### src/rtcsf_pkg.sv
// constants, register map and carrier types of the rtc supervisor status flags block
package rtcsf_pkg;
  // clock and timing
  localparam int unsigned MCLK_HZ        = 25_000_000;
  localparam int unsigned TREC_DEF_MS    = 96;      // tr=0, halt=0 (least of 96..98 ms)
  localparam int unsigned TREC_HALT_MS   = 40;      // tr=0, halt=1 (least of 40..200 ms)
  localparam int unsigned TREC_FAST_US   = 50;      // tr=1 (least of 50..2000 us)
  localparam int unsigned BAT_PERIOD_H   = 24;      // battery recheck interval
  localparam int unsigned TREC_DEF_CYC   = TREC_DEF_MS * (MCLK_HZ / 1_000);
  localparam int unsigned TREC_HALT_CYC  = TREC_HALT_MS * (MCLK_HZ / 1_000);
  localparam int unsigned TREC_FAST_CYC  = TREC_FAST_US * (MCLK_HZ / 1_000_000);
  localparam longint unsigned BAT_PERIOD_CYC = 64'(BAT_PERIOD_H) * 64'd3600 * 64'(MCLK_HZ);
  localparam int unsigned DESEL_W        = 22;
  localparam int unsigned BAT_W          = 42;
  // serial bus
  localparam logic [6:0] DEV_ADDR        = 7'h68;   // bus address, arbitrary
  localparam logic [63:0] SERIAL_DEF     = 64'h5a3c_e1f0_0f1e_c3a5; // arbitrary, unique per part
  // register offsets
  localparam logic [7:0] REG_HALT        = 8'h01;
  localparam logic [7:0] REG_HOURS       = 8'h04;
  localparam logic [7:0] REG_CTRL        = 8'h08;
  localparam logic [7:0] REG_WDOG        = 8'h09;
  localparam logic [7:0] REG_ALARM       = 8'h0a;
  localparam logic [7:0] REG_FREEZE      = 8'h0c;
  localparam logic [7:0] REG_FLAGS       = 8'h0f;
  localparam logic [7:0] REG_IRQCFG      = 8'h13;
  localparam logic [7:0] REG_TAMPER      = 8'h14;
  localparam logic [7:0] REG_TAMPER2     = 8'h15;
  localparam logic [7:0] REG_SERIAL      = 8'h18;   // 8 bytes, 18h..1fh
  // field positions
  localparam int unsigned BIT_HALT       = 7;
  localparam int unsigned BIT_TR         = 7;
  localparam int unsigned BIT_OUT        = 7;
  localparam int unsigned BIT_FT         = 6;
  localparam int unsigned BIT_AFE        = 7;
  localparam int unsigned BIT_SQ_WAVE_EN       = 6;
  localparam int unsigned BIT_ABE        = 5;
  localparam int unsigned BIT_HT         = 6;
  localparam int unsigned BIT_BL         = 4;
  localparam int unsigned BIT_OF         = 2;
  localparam int unsigned BIT_OSC_FAIL_IRQ_EN       = 7;
  localparam int unsigned BIT_SQ_WAVE_OPEN_DRAIN      = 1;
  localparam int unsigned BIT_PF_OUT_OPEN_DRAIN       = 0;
  localparam int unsigned BIT_F32K       = 7;
  localparam int unsigned BIT_THS        = 6;
  // pins sampled from outside the clock domain
  typedef struct packed {
    logic vcc_ok;
    logic bat_low;
    logic osc_run;
    logic scl;
    logic sda;
  } rtcsf_pins_t;
  localparam rtcsf_pins_t PINS_RST = '{vcc_ok: 1'b0, bat_low: 1'b0, osc_run: 1'b0, scl: 1'b1, sda: 1'b1};
  // battery-backed control bits
  typedef struct packed {
    logic       halt;
    logic [6:0] halt_lo;
    logic       tr;
    logic [6:0] hours_lo;
    logic       osc_fail_irq_en;
    logic       ht;
    logic       pin_level;
    logic       ft;
    logic       afe;
    logic       abe;
    logic       sq_wave_en;
    logic       sq_wave_open_drain;
    logic       pf_out_open_drain;
    logic [7:0] wdog;
    logic       f32k;
    logic       threshold_select;
    logic [1:0] teb;
    logic [1:0] tie;
    logic [1:0] tclr;
    logic [7:0] tmisc;
  } rtcsf_ctrl_t;
  localparam rtcsf_ctrl_t CTRL_INIT = '{halt: 1'b0, halt_lo: 7'h00, tr: 1'b0, hours_lo: 7'h00, osc_fail_irq_en: 1'b0,
    ht: 1'b1, pin_level: 1'b1, ft: 1'b0, afe: 1'b0, abe: 1'b0, sq_wave_en: 1'b0, sq_wave_open_drain: 1'b1, pf_out_open_drain: 1'b1,
    wdog: 8'h00, f32k: 1'b1, threshold_select: 1'b0, teb: 2'h0, tie: 2'h0, tclr: 2'h0, tmisc: 8'h00};
endpackage : rtcsf_pkg

### src/rtcsf_sync.sv
// two-flop synchroniser for a group of asynchronous inputs
`timescale 1ns/1ps
`default_nettype none
module rtcsf_sync #(
  parameter int unsigned   W   = 1,
  parameter logic [W-1:0]  RST = '0
) (
  // clock and reset
  input  wire logic         clk,
  input  wire logic         resetn,
  // data
  input  wire logic [W-1:0] d,
  output logic      [W-1:0] q
);
  logic [W-1:0] meta;

  // first stage feeds only the second
  always_ff @(posedge clk or negedge resetn) begin
    if (!resetn) begin
      meta <= RST;
      q    <= RST;
    end else begin
      meta <= d;
      q    <= meta;
    end
  end
endmodule : rtcsf_sync
`default_nettype wire

### src/rtcsf_timer.sv
// loadable down-counter giving a busy level and an end pulse
`timescale 1ns/1ps
`default_nettype none
module rtcsf_timer #(
  parameter int unsigned W = 22
) (
  // clock and reset
  input  wire logic         clk,
  input  wire logic         resetn,
  // control
  input  wire logic         load,
  input  wire logic [W-1:0] load_val,
  input  wire logic         abort,
  // status
  output logic              busy,
  output logic              done
);
  logic [W-1:0] count;

  // busy stays high for load_val cycles after the load edge; abort wins over load
  always_ff @(posedge clk or negedge resetn) begin
    if (!resetn) begin
      count <= '0;
      busy  <= 1'b0;
      done  <= 1'b0;
    end else begin
      done <= 1'b0;
      if (abort) begin
        busy  <= 1'b0;
        count <= '0;
      end else if (load) begin
        busy  <= 1'b1;
        count <= load_val;
      end else if (busy) begin
        if (count <= W'(1)) begin
          busy <= 1'b0;
          done <= 1'b1;
        end else begin
          count <= count - W'(1);
        end
      end
    end
  end
endmodule : rtcsf_timer
`default_nettype wire

### src/rtcsf_top.sv
// rtc supervisor status flags: power sequencing, battery and oscillator flags, serial registers
// Summary of operation
// - check battery at power-up and every 24 hours
// - failed check sets battery_low_flag, flags bit 4
// - battery_low_flag stays until a check passes
// - no battery checks while on backup battery
// - recovery_time_select is bit 7 of 04h
// - deselect length from select and halt bits
// - stay deselected, refusing writes, after supply returns
// - eight-byte serial number, read only
// - osc_fail_flag sets whenever the oscillator stops
// - enabled osc_fail_flag pulls interrupt_pin low
// - interrupt clears by writes or reset, not reads
// - stop detection works on main and battery
// - on battery, pin driven only with backup_alarm_en
// - initial power-up defaults for flag and control bits
// - later power-ups keep or clear listed bits
// - tamper and 32k controls defaults and retention
// - tamper enabled blocks update_freeze_flag at power-down
// - unlisted control bits have no promised start value
// - no source enabled: pin follows pin_level_bit
`timescale 1ns/1ps
`default_nettype none
module rtcsf_top
  import rtcsf_pkg::*;
#(
  parameter logic [DESEL_W-1:0] TREC_DEF_CYC_P  = DESEL_W'(TREC_DEF_CYC),
  parameter logic [DESEL_W-1:0] TREC_HALT_CYC_P = DESEL_W'(TREC_HALT_CYC),
  parameter logic [BAT_W-1:0]   BAT_CYC_P       = BAT_W'(BAT_PERIOD_CYC),
  parameter logic [63:0]        SERIAL          = SERIAL_DEF
) (
  // clock and battery-first reset
  input  wire logic mclk,
  input  wire logic resetn,
  // supply and oscillator monitors
  input  wire logic vcc_ok_pin,
  input  wire logic bat_low_pin,
  input  wire logic osc_run_pin,
  // two-wire serial bus
  input  wire logic scl_pin,
  input  wire logic sda_in,
  output logic      sda_out,
  output logic      sda_oe,
  // open-drain interrupt and reset outputs
  output logic      irq_n_out,
  output logic      irq_n_oe,
  output logic      rst_n_out,
  output logic      rst_n_oe
);
  typedef enum logic [3:0] {S_IDLE, S_DEV, S_DEV_ACK, S_PTR, S_PTR_ACK, S_WDAT, S_WDAT_ACK,
                            S_RDAT, S_RDAT_ACK} rtcsf_state_t;

  rtcsf_pins_t        pins_raw;
  rtcsf_pins_t        pins_s;
  rtcsf_ctrl_t        ctrl;
  rtcsf_state_t       state;
  logic               vcc_q;
  logic               vcc_rise;
  logic               vcc_fall;
  logic               scl_q;
  logic               sda_q;
  logic               scl_rise;
  logic               scl_fall;
  logic               bus_start;
  logic               bus_stop;
  logic               osc_fail_flag;
  logic               battery_low_flag;
  logic               bat_check;
  logic               bat_done;
  logic               desel_busy;
  logic [DESEL_W-1:0] desel_val;
  logic [7:0]         shreg;
  logic [7:0]         rdreg;
  logic [7:0]         ptr;
  logic [2:0]         bitcnt;
  logic               ack_on;
  logic               reg_wr;
  logic [7:0]         wr_ptr;
  logic [7:0]         wr_data;
  logic               any_src;
  logic               irq_src;
  logic               pin_low;
  logic [7:0]         rd_now;

  assign pins_raw = '{vcc_ok: vcc_ok_pin, bat_low: bat_low_pin, osc_run: osc_run_pin, scl: scl_pin, sda: sda_in};

  rtcsf_sync #(
    .W   ($bits(rtcsf_pins_t)),
    .RST (PINS_RST)
  ) u_sync (
    .clk    (mclk),
    .resetn (resetn),
    .d      (pins_raw),
    .q      (pins_s)
  );

  // supply edges; a rise after reset is the initial power-up
  assign vcc_rise  = pins_s.vcc_ok & ~vcc_q;
  assign vcc_fall  = ~pins_s.vcc_ok & vcc_q;
  assign scl_rise  = pins_s.scl & ~scl_q;
  assign scl_fall  = ~pins_s.scl & scl_q;
  assign bus_start = pins_s.scl & scl_q & sda_q & ~pins_s.sda;
  assign bus_stop  = pins_s.scl & scl_q & ~sda_q & pins_s.sda;
  // a recheck end landing in the cycle the supply drops must not sample the battery
  assign bat_check = vcc_rise | (bat_done & pins_s.vcc_ok);

  always_ff @(posedge mclk or negedge resetn) begin
    if (!resetn) begin
      vcc_q <= 1'b0;
      scl_q <= 1'b1;
      sda_q <= 1'b1;
    end else begin
      vcc_q <= pins_s.vcc_ok;
      scl_q <= pins_s.scl;
      sda_q <= pins_s.sda;
    end
  end

  // deselect length picked at the supply rise
  assign desel_val = ctrl.tr ? DESEL_W'(TREC_FAST_CYC) : (ctrl.halt ? TREC_HALT_CYC_P : TREC_DEF_CYC_P);

  rtcsf_timer #(.W(DESEL_W)) u_desel (
    .clk      (mclk),
    .resetn   (resetn),
    .load     (vcc_rise),
    .load_val (desel_val),
    .abort    (~pins_s.vcc_ok),
    .busy     (desel_busy),
    .done     ()
  );

  // the recheck timer is dropped on battery, so no check can fire there
  rtcsf_timer #(.W(BAT_W)) u_bat (
    .clk      (mclk),
    .resetn   (resetn),
    .load     (bat_check),
    .load_val (BAT_CYC_P),
    .abort    (~pins_s.vcc_ok),
    .busy     (),
    .done     (bat_done)
  );

  // reset output low while supply is out and through the recovery time
  always_ff @(posedge mclk or negedge resetn) begin
    if (!resetn) begin
      rst_n_oe <= 1'b1;
    end else begin
      rst_n_oe <= ~pins_s.vcc_ok | vcc_rise | desel_busy;
    end
  end

  // open-drain data levels are always low; only the enables move
  always_ff @(posedge mclk or negedge resetn) begin
    if (!resetn) begin
      sda_out   <= 1'b0;
      irq_n_out <= 1'b0;
      rst_n_out <= 1'b0;
    end else begin
      sda_out   <= 1'b0;
      irq_n_out <= 1'b0;
      rst_n_out <= 1'b0;
    end
  end

  // battery low: only sampled at a check, cleared only by a passing check
  always_ff @(posedge mclk or negedge resetn) begin
    if (!resetn) begin
      battery_low_flag <= 1'b0;
    end else if (bat_check) begin
      battery_low_flag <= pins_s.bat_low;
    end
  end

  // oscillator fail: set wins over a host clear, writing 1 does nothing
  always_ff @(posedge mclk or negedge resetn) begin
    if (!resetn) begin
      osc_fail_flag <= 1'b1;
    end else if (!pins_s.osc_run || ctrl.halt) begin
      osc_fail_flag <= 1'b1;
    end else if (reg_wr && wr_ptr == REG_FLAGS && !wr_data[BIT_OF]) begin
      osc_fail_flag <= 1'b0;
    end
  end

  // control bits: host writes, then supply-edge clears take priority
  always_ff @(posedge mclk or negedge resetn) begin
    if (!resetn) begin
      ctrl <= CTRL_INIT;
    end else begin
      if (reg_wr) begin
        unique case (wr_ptr)
          REG_HALT: begin
            ctrl.halt    <= wr_data[BIT_HALT];
            ctrl.halt_lo <= wr_data[6:0];
          end
          REG_HOURS: begin
            ctrl.tr       <= wr_data[BIT_TR];
            ctrl.hours_lo <= wr_data[6:0];
          end
          REG_CTRL: begin
            ctrl.pin_level <= wr_data[BIT_OUT];
            ctrl.ft        <= wr_data[BIT_FT];
          end
          REG_WDOG:   ctrl.wdog <= wr_data;
          REG_ALARM: begin
            ctrl.afe  <= wr_data[BIT_AFE];
            ctrl.sq_wave_en <= wr_data[BIT_SQ_WAVE_EN];
            ctrl.abe  <= wr_data[BIT_ABE];
          end
          REG_FREEZE: ctrl.ht <= wr_data[BIT_HT];
          REG_IRQCFG: begin
            ctrl.osc_fail_irq_en  <= wr_data[BIT_OSC_FAIL_IRQ_EN];
            ctrl.sq_wave_open_drain <= wr_data[BIT_SQ_WAVE_OPEN_DRAIN];
            ctrl.pf_out_open_drain  <= wr_data[BIT_PF_OUT_OPEN_DRAIN];
          end
          REG_TAMPER: begin
            ctrl.f32k <= wr_data[BIT_F32K];
            ctrl.threshold_select  <= wr_data[BIT_THS];
            ctrl.teb  <= wr_data[5:4];
            ctrl.tie  <= wr_data[3:2];
            ctrl.tclr <= wr_data[1:0];
          end
          REG_TAMPER2: ctrl.tmisc <= wr_data;
          default: ; // flags, serial number and holes take no control write
        endcase
      end
      if (vcc_rise) begin
        ctrl.osc_fail_irq_en <= 1'b0;
        ctrl.afe  <= 1'b0;
        ctrl.abe  <= 1'b0;
        ctrl.sq_wave_en <= 1'b0;
        ctrl.tie  <= 2'h0;
      end
      if (vcc_fall) begin
        ctrl.ht   <= ~|ctrl.teb;
        ctrl.ft   <= 1'b0;
        ctrl.wdog <= 8'h00;
      end
    end
  end

  // interrupt pin: enabled sources, else the plain output level
  assign any_src = ctrl.osc_fail_irq_en | ctrl.afe | (|ctrl.tie) | (|ctrl.wdog);
  assign irq_src = ctrl.osc_fail_irq_en & osc_fail_flag & ~(rst_n_oe & pins_s.vcc_ok);
  assign pin_low = any_src ? irq_src : ~ctrl.pin_level;

  always_ff @(posedge mclk or negedge resetn) begin
    if (!resetn) begin
      irq_n_oe <= 1'b0;
    end else begin
      irq_n_oe <= pin_low & (pins_s.vcc_ok | ctrl.abe);
    end
  end

  // register read view; unmapped offsets read as zero
  function automatic logic [7:0] rd_val(input logic [7:0] a);
    logic [7:0] v;
    v = 8'h00;
    unique case (a)
      REG_HALT:    v = {ctrl.halt, ctrl.halt_lo};
      REG_HOURS:   v = {ctrl.tr, ctrl.hours_lo};
      REG_CTRL:    v = {ctrl.pin_level, ctrl.ft, 6'h00};
      REG_WDOG:    v = ctrl.wdog;
      REG_ALARM:   v = {ctrl.afe, ctrl.sq_wave_en, ctrl.abe, 5'h00};
      REG_FREEZE:  v = {1'b0, ctrl.ht, 6'h00};
      REG_FLAGS:   v = {3'h0, battery_low_flag, 1'b0, osc_fail_flag, 2'h0};
      REG_IRQCFG:  v = {ctrl.osc_fail_irq_en, 5'h00, ctrl.sq_wave_open_drain, ctrl.pf_out_open_drain};
      REG_TAMPER:  v = {ctrl.f32k, ctrl.threshold_select, ctrl.teb, ctrl.tie, ctrl.tclr};
      REG_TAMPER2: v = ctrl.tmisc;
      default: begin
        if (a[7:3] == REG_SERIAL[7:3]) begin
          v = SERIAL[8*(7-int'(a[2:0])) +: 8];
        end
      end
    endcase
    return v;
  endfunction

  // byte at the current pointer; its msb goes out first
  assign rd_now = rd_val(ptr);

  // serial slave: bits taken on scl rise, sda driven after scl fall
  always_ff @(posedge mclk or negedge resetn) begin
    if (!resetn) begin
      state   <= S_IDLE;
      shreg   <= 8'h00;
      rdreg   <= 8'h00;
      ptr     <= 8'h00;
      bitcnt  <= 3'h0;
      ack_on  <= 1'b0;
      sda_oe  <= 1'b0;
      reg_wr  <= 1'b0;
      wr_ptr  <= 8'h00;
      wr_data <= 8'h00;
    end else begin
      reg_wr <= 1'b0;
      if (bus_start) begin
        state  <= S_DEV;
        bitcnt <= 3'h0;
        ack_on <= 1'b0;
        sda_oe <= 1'b0;
      end else if (bus_stop) begin
        state  <= S_IDLE;
        sda_oe <= 1'b0;
      end else begin
        unique case (state)
          S_IDLE: ;
          S_DEV, S_PTR, S_WDAT: begin
            if (scl_rise) begin
              shreg  <= {shreg[6:0], pins_s.sda};
              bitcnt <= 3'(bitcnt + 3'h1);
              if (bitcnt == 3'h7) begin
                state <= (state == S_DEV) ? S_DEV_ACK : ((state == S_PTR) ? S_PTR_ACK : S_WDAT_ACK);
              end
            end
          end
          S_DEV_ACK: begin
            if (scl_fall && !ack_on) begin
              if (shreg[7:1] == DEV_ADDR && !rst_n_oe) begin
                sda_oe <= 1'b1;
                ack_on <= 1'b1;
              end else begin
                state <= S_IDLE;
              end
            end else if (scl_fall) begin
              ack_on <= 1'b0;
              bitcnt <= 3'h0;
              if (shreg[0]) begin
                rdreg  <= rd_now;
                sda_oe <= ~rd_now[7];
                state  <= S_RDAT;
              end else begin
                sda_oe <= 1'b0;
                state  <= S_PTR;
              end
            end
          end
          S_PTR_ACK, S_WDAT_ACK: begin
            if (scl_fall && !ack_on) begin
              if (rst_n_oe) begin
                state <= S_IDLE;
              end else begin
                sda_oe <= 1'b1;
                ack_on <= 1'b1;
                if (state == S_PTR_ACK) begin
                  ptr <= shreg;
                end else begin
                  reg_wr  <= 1'b1;
                  wr_ptr  <= ptr;
                  wr_data <= shreg;
                end
              end
            end else if (scl_fall) begin
              sda_oe <= 1'b0;
              ack_on <= 1'b0;
              bitcnt <= 3'h0;
              if (state == S_WDAT_ACK) begin
                ptr <= 8'(ptr + 8'h01);
              end
              state <= S_WDAT;
            end
          end
          S_RDAT: begin
            if (scl_rise) begin
              bitcnt <= 3'(bitcnt + 3'h1);
              if (bitcnt == 3'h7) begin
                state <= S_RDAT_ACK;
              end
            end else if (scl_fall) begin
              rdreg  <= {rdreg[6:0], 1'b0};
              sda_oe <= ~rdreg[6];
            end
          end
          S_RDAT_ACK: begin
            if (scl_fall && !ack_on) begin
              sda_oe <= 1'b0;
              ack_on <= 1'b1;
            end else if (scl_rise && ack_on) begin
              if (pins_s.sda) begin
                state  <= S_IDLE; // master nack ends the read
                ack_on <= 1'b0;
              end else begin
                ptr <= 8'(ptr + 8'h01);
              end
            end else if (scl_fall) begin
              ack_on <= 1'b0;
              bitcnt <= 3'h0;
              rdreg  <= rd_now;
              sda_oe <= ~rd_now[7];
              state  <= S_RDAT;
            end
          end
        endcase
      end
    end
  end
endmodule : rtcsf_top
`default_nettype wire

### config.mk
export PLATFORM = sky130hd
export DESIGN_NAME = rtcsf_top
export DESIGN_NICKNAME = d
export VERILOG_FILES = /design/src/rtcsf_pkg.sv /design/src/rtcsf_sync.sv /design/src/rtcsf_timer.sv /design/src/rtcsf_top.sv
export SDC_FILE = /design/constraint.sdc
export NUM_CORES = 1
export LEC_CHECK = 0
export ABC_CLOCK_PERIOD_IN_PS = 6500
export BUFFER_PORTS_ARGS = -buffer_cell sky130_fd_sc_hd__buf_2
export CAP_MARGIN = 20
export CORE_ASPECT_RATIO = 2
export CORE_MARGIN = 2
export CORE_UTILIZATION = 60
export DETAILED_ROUTE_END_ITERATION = 8
export PLACE_DENSITY_LB_ADDON = 0.2
export SYNTH_ARGS = -nofsm -noshare
export SYNTH_HDL_FRONTEND = slang
export SYNTH_SLANG_ARGS = --single-unit
### constraint.sdc
create_clock -name mclk -period 6.5 [get_ports mclk]
set_input_delay 0.325 -clock mclk [delete_from_list [all_inputs] [get_ports mclk]]
set_output_delay 0.325 -clock mclk [all_outputs]
set_load 0.005 [all_outputs]
# Yosys cells after proc, flatten, opt, wreduce, memory -nomap -nowiden
# Index checks and enable logic that the tools add are counted.
# W data, S select, Z words.
[totals]
mem_count = 0
out_inout_bits = 6
word_cells = 334
mem_bits_rw = 0
latch_bits = 0
romBits = 0
inputBits = 7
regBits = 182
[op_classes]
reduce_logical = 55
shifts = 1
n_div = 0
bitwise = 35
eq_ne = 74
magnitude_cmp = 2
mux = 118
addsub = 5
mul = 0
[op_table]
columns = ["cell", "n"]
rows = [
  ["$mux W42", 4],
  ["$mux W22", 6],
  ["$mux W8", 13],
  ["$eq A8 B4 Y1 const B", 10],
  ["$pmux W8 S10", 1],
  ["$mux W4", 16],
  ["$shiftx A64 B7 Y8 const A", 1],
  ["$mux W7", 8],
  ["$eq A8 B5 Y1 const B", 6],
  ["$mux W1", 48],
  ["$ne A5 B5 Y1 const B", 9],
  ["$le A42 B1 Y1 const B", 1],
  ["$sub A42 B1 Y42 const B", 1],
  ["$ne A4 B4 Y1 const B", 9],
  ["$mux W3", 11],
  ["$mux W33", 1],
  ["$reduce_and A2 Y1", 14],
  ["$ne A3 B3 Y1 const B", 9],
  ["$le A22 B1 Y1 const B", 1],
  ["$ne A2 B2 Y1 const B", 11],
  ["$sub A22 B1 Y22 const B", 1],
  ["$pmux W7 S3", 1],
  ["$pmux W4 S5", 1],
  ["$reduce_bool A2 Y1", 10],
  ["41 further kinds", 97],
]

# Logic depth before layout (Yosys ltp)
[logic_depth]
depth_word = 11
mapped_depth = 10
mapped_depth_nobuf = 8

# Hierarchy
# From an unflattened synthesis, not the netlist that was laid out.
[unflattened]
cells_unflattened = 1124
hier_area_um2 = 10904.2
[by_module_without_submodules]
columns = ["mod", "area_per_inst_um2", "seq_area_each_um2", "instances", "cells_each"]
rows = [
  ["rtcsf_top", 5930.7, 2638.8, 1, 583],
  ["rtcsf_timer at u_bat", 3195.6, 1101.1, 1, 364],
  ["rtcsf_timer at u_desel", 1522.7, 600.6, 1, 167],
  ["rtcsf_sync", 255.2, 255.2, 1, 10],
]

# Least setup slack after synthesis
# Ideal clock, no wire load.
[synth_path]
path_type = "reg2reg"
start = "reg scl_q"
end = "reg wr_data[6]"
arrival_time_ns = 2.516
t_required_ns = 6.375
n_path_buf = 2
path_stages_with_launch = 7
slack_ns = 3.859
path_cell_list = "dfstp_2 -> clkbuf_1 -> nor3b_2 -> nand2_1 -> nor3_1 -> buf_2 -> mux2_2"
[synth_between]
elab_chain_len = 5
[synth_lines]
columns = ["item", "line_no", "text"]
rows = [
  ["from (decl)", "rtcsf_top.sv:60", "logic scl_q;"],
  ["from (signal assigned)", "rtcsf_top.sv:114", "scl_q <= pins_s.scl;"],
  ["$and A1 B1 Y1", "rtcsf_top.sv:102, rtcsf_top.sv:103", ""],
  ["$and A1 B1 Y1, on equally long branches (2 in a row)", "rtcsf_top.sv:103, rtcsf_top.sv:102", ""],
  ["$not A1 Y1 (no source line)", "n/a", ""],
  ["$reduce_and A6 Y1 (no source line) (*)", "n/a", ""],
  ["to (signal assigned)", "rtcsf_top.sv:350", "wr_data <= shreg;"],
  ["to (decl)", "rtcsf_top.sv:79", "logic [7:0] wr_data;"],
]
# Mark *: on every way between the ends. The rest lies on a longest branch, timed or not.
# A chain may end at the register's enable or synchronous reset.

# Worst setup path after layout
[layout_path]
start = "reg u_bat.count[29]"
end = "reg u_bat.count[14]"
[layout_between]
elab_chain_len = 3
[layout_lines]
columns = ["item", "line_no", "text"]
rows = [
  ["from (decl)", "rtcsf_timer.sv:18", "logic [W-1:0] count;"],
  ["from (signal assigned)", "rtcsf_timer.sv:33", "count <= load_val;"],
  ["from (signal assigned)", "rtcsf_timer.sv:39", "count <= count - W'(1);"],
  ["$le A42 B1 Y1", "rtcsf_timer.sv:35", "if (count <= W'(1)) begin"],
  ["$ne A3 B3 Y1 (no source line)", "n/a", ""],
  ["$reduce_and A2 Y1 (no source line)", "n/a", ""],
]
# Every way passes these cells.

==> flow_summary_export.csv <==
group,metric,value,unit
route,routed_via_density,6.66,
route,vias,8002,
global_routing,grt_pass1_wl,41.6,mm
layout,diodes,0,
route,ant_nets,0,
min_path,hp-class,"in2async",
global_routing,grt_use_total,31.1,%
die,fp.dieH,184,um
die,die_area,17200,um2
layout,area_growth,8.20,%
layout,fin_nets,1006,
timing,clock_skew,0.0111,ns
setup_path,cpMostUsedCell,"nor4_1",
logic_synthesis,synth_simple_gate_area_share,21.2,%
setup_path,cp.arrival,3.72,ns
logic_synthesis,avgSynthCellArea,9.65,um2
cts,cts_root_buffer,"clkbuf_16",
logic_synthesis,synth_top_family_by_area,"simple AND/OR/NAND/NOR gates",
logic_synthesis,netlist_area,9670,um2
placement,io_buffers,9,
setup_path,cp-end-kind,"flop",
timing,finalCriticalPeriod,3.39,ns
logic_synthesis,ys_seq_area_share,47.3,%
timing,hold_violations,2,
timing,holdWs,-0.0124,ns
die,core_area,15800,um2
logic_synthesis,yosysTopAreaCell,"dfrtp_1",
die,start_util,61.3,%
placement,place_congestion,0.933,
logic_synthesis,netlist.area_leader.share,43.7,%
setup_path,critical_path.top_delay_family,"simple AND/OR/NAND/NOR gates",
logic_synthesis,ys_types,69,
layout,drive_gt1_share,14.3,%
die,rows,65,
timing,final_max_slew_viol_count,0,
timing,slew_headroom,27.2,%
global_routing,antenna_found_initial,0,
power,vdd_ir_drop_max,0.182,mV
logic_synthesis,synthXorXnorAreaFrac,0.996,%
setup_path,crit_path_max_incr_delay,0.74,ns
route,wl_per_cell,20.8,um
setup_path,path_cells,"nor4_1, nand3_1, nor4b_1, a211o_1, buf_4, nor4_1, o31a_1",
setup_path,cp_data_required_time,6.83,ns
layout,final_area,10500,um2
logic_synthesis,yosys_warnings,0,
run_status,violations,"hold timing",
placement,dp_slack,3.16,ns
setup_path,path_max_fanout,30,
die,io_pins,13,
route,drt_pre_antenna_iters,5,
placement,place_area,9800,um2
logic_synthesis,synth_compound_area_share,17.0,%
cts,clock_latency,0.44,ns
setup_path,worstSetupPathType,"reg2reg",
power,total_power,3.07,mW
die,die-width,93.8,um
cts,clk_pin_slew,0.07,ns
cts,cts_buffers,17,
power,power.leakage,4.64,nW
cts,cts.path.max_buffers,2,
logic_synthesis,synthAdderAreaFrac,1.55,%
route,wl,25.0,mm
setup_path,cp_num_buf_inv,1,
run,max_cap_viol_count,0,
power,powerDensity,294,nW/um2
cts,clkSinkCount,182,
logic_synthesis,synthCells,1002,
global_routing,grt_max_degree,112,
cts,cts_tree,"yes",
global_routing,grt_pass1_vias,8145,
logic_synthesis,async_reset_ff_share,100,%
timing,setup_viol,0,
run_status,outcome,"complete, but fails checks",
cts,htreeDepth,4,
timing,setup_slack,3.11,ns
route,drc,0,
logic_synthesis,synth_enable_flop_cells,0,
setup_path,cp-start-kind,"flop",
global_routing,grt_overflow_total,0,
timing,max_clock_freq,295,MHz
timing,min_period_over_period,52.2,%
logic_synthesis,yosys_most_used_dff,"dfrtp_1",
route,drt_iter0_markers,564,
timing,setup_tns,0,ns
placement,post-dp-hpwl,17.5,mm
timing,rsz0062_at_grt,"false",
timing,tightest_slew,1.08,ns
setup_path,crit_slowest_cell,"nor4_1",
cts,cts.repair.resized,0,
logic_synthesis,synth_seq_cells,182,
logic_synthesis,netlist_top_cells_area,"dfrtp_1, mux2_2, a21oi_1",
logic_synthesis,muxShareOfSynthArea,8.63,%
## layer usage
metal | vias up | part of all wire [%] | wire length, um | global-route usage (%)
met3 | 111 | 3.8 | 947 | 3.85
met4 | 0 | 6.5 | 1630 | 20.2
met2 | 291 | 54 | 13600 | 56.0
li1 | 3679 | - | - | -
met5 | - | 0 | 0 | 0
met1 | 3921 | 35 | 8850 | 33.3
## final cells by class
type                    instances  area [um2]
flip-flops and latches        182        4570
clock buffers                  17         425
fillers                      1291        5310
repair buffers                 22         164
inverters                      20        75.1
clock inverters                15         184
well taps                     201         251
multi-input cells             744        4790
## layout by cell type (no fill, tap or decap), drive strengths merged, types with 8 or more instances in the layout
| cell type | instances |
|---|---|
| a21oi | 87 |
| a22o | 10 |
| a31oi | 20 |
| and3 | 11 |
| buf | 16 |
| clkbuf | 18 |
| dfrtp | 169 |
| dfstp | 13 |
| ha | 12 |
| inv | 28 |
| mux2 | 59 |
| mux2i | 17 |
| nand2 | 79 |
| nand2b | 11 |
| nand3 | 43 |
| nand4 | 8 |
| nor2 | 77 |
| nor2b | 12 |
| nor3 | 27 |
| nor4 | 24 |
| o21ai | 43 |
| o22a | 8 |
| o31ai | 19 |
| or3 | 34 |
| or4 | 18 |
| xnor2 | 8 |
## synth_stat cells, drive strengths merged (7+ instances only)
cell type,count
a21o,7
buf,14
ha,12
xnor2,8
a22oi,7
or3,34
nor2,77
clkbuf,44
nor2b,12
nand3,43
a22o,10
o31ai,19
or2,7
nand2,79
o21ai,43
nand4,8
o31a,7
and3,11
or4,18
dfstp,13
mux2i,17
inv,20
nor4,24
nand2b,11
a21oi,87
nor3b,7
mux2,59
o22a,8
nor3,27
dfrtp,169
a31oi,20
## power breakdown
part / switching, mW / total [mW] / internal [mW]
registers: 0.156 / 1.37 / 1.21
logic: 0.388 / 0.628 / 0.240
clock network: 0.489 / 1.07 / 0.585
## stage by stage
stage | utilization, % | cells
floorplan | - | 1004
global placement | 62.1 | 1163
detailed placement | 62.1 | 1163
CTS | 66.3 | 1200
global route | 66.3 | 1201
finish | 66.3 | 1201
## flip-flops by register name, summed over array words and instances, names as in the netlist, 7 cells and up
| name | count |
|---|---|
| wr_ptr | 8 |
| u_bat.count | 42 |
| ctrl | 49 |
| shreg | 8 |
| u_desel.count | 22 |
| ptr | 8 |
| rdreg | 7 |
| wr_data | 8 |
## final timing paths
check / slack [ns] / cells past startpoint / endpoint / startpoint
min: -0.01 / 1 / bitcnt[1] / resetn
min in group mclk: 0.35 / 0 / u_sync.q[4] / u_sync.meta[4]
max reg2reg: 3.11 / 7 / u_bat.count[14] / u_bat.count[29]
max in group asynchronous: 5.01 / 2 / ctrl[14] / resetn
min reg2reg: 0.35 / 0 / u_sync.q[4] / u_sync.meta[4]
max: 3.11 / 7 / u_bat.count[14] / u_bat.count[29]
## what timing repair did
| action | 4_1_cts | 5_1_grt |
|---|---|---|
| setup endpoints to repair | 0 | 0 |
| hold buffers | 5 | 0 |
| setup buffers | 0 | 0 |
| hold endpoints to repair | 5 | 0 |
## kinds of logic after synthesis
| family | after synthesis |
|---|---|
| multiplexers | 76 |
| flip-flops | 182 |
| adder cells (fa/ha/maj) | 12 |
| buffers and inverters | 78 |
| AND/OR/NAND/NOR | 385 |
| XOR/XNOR | 11 |
| AO/OA/AOI/OAI | 257 |
| other | 1 |
Power figures use the tool's default switching activity.
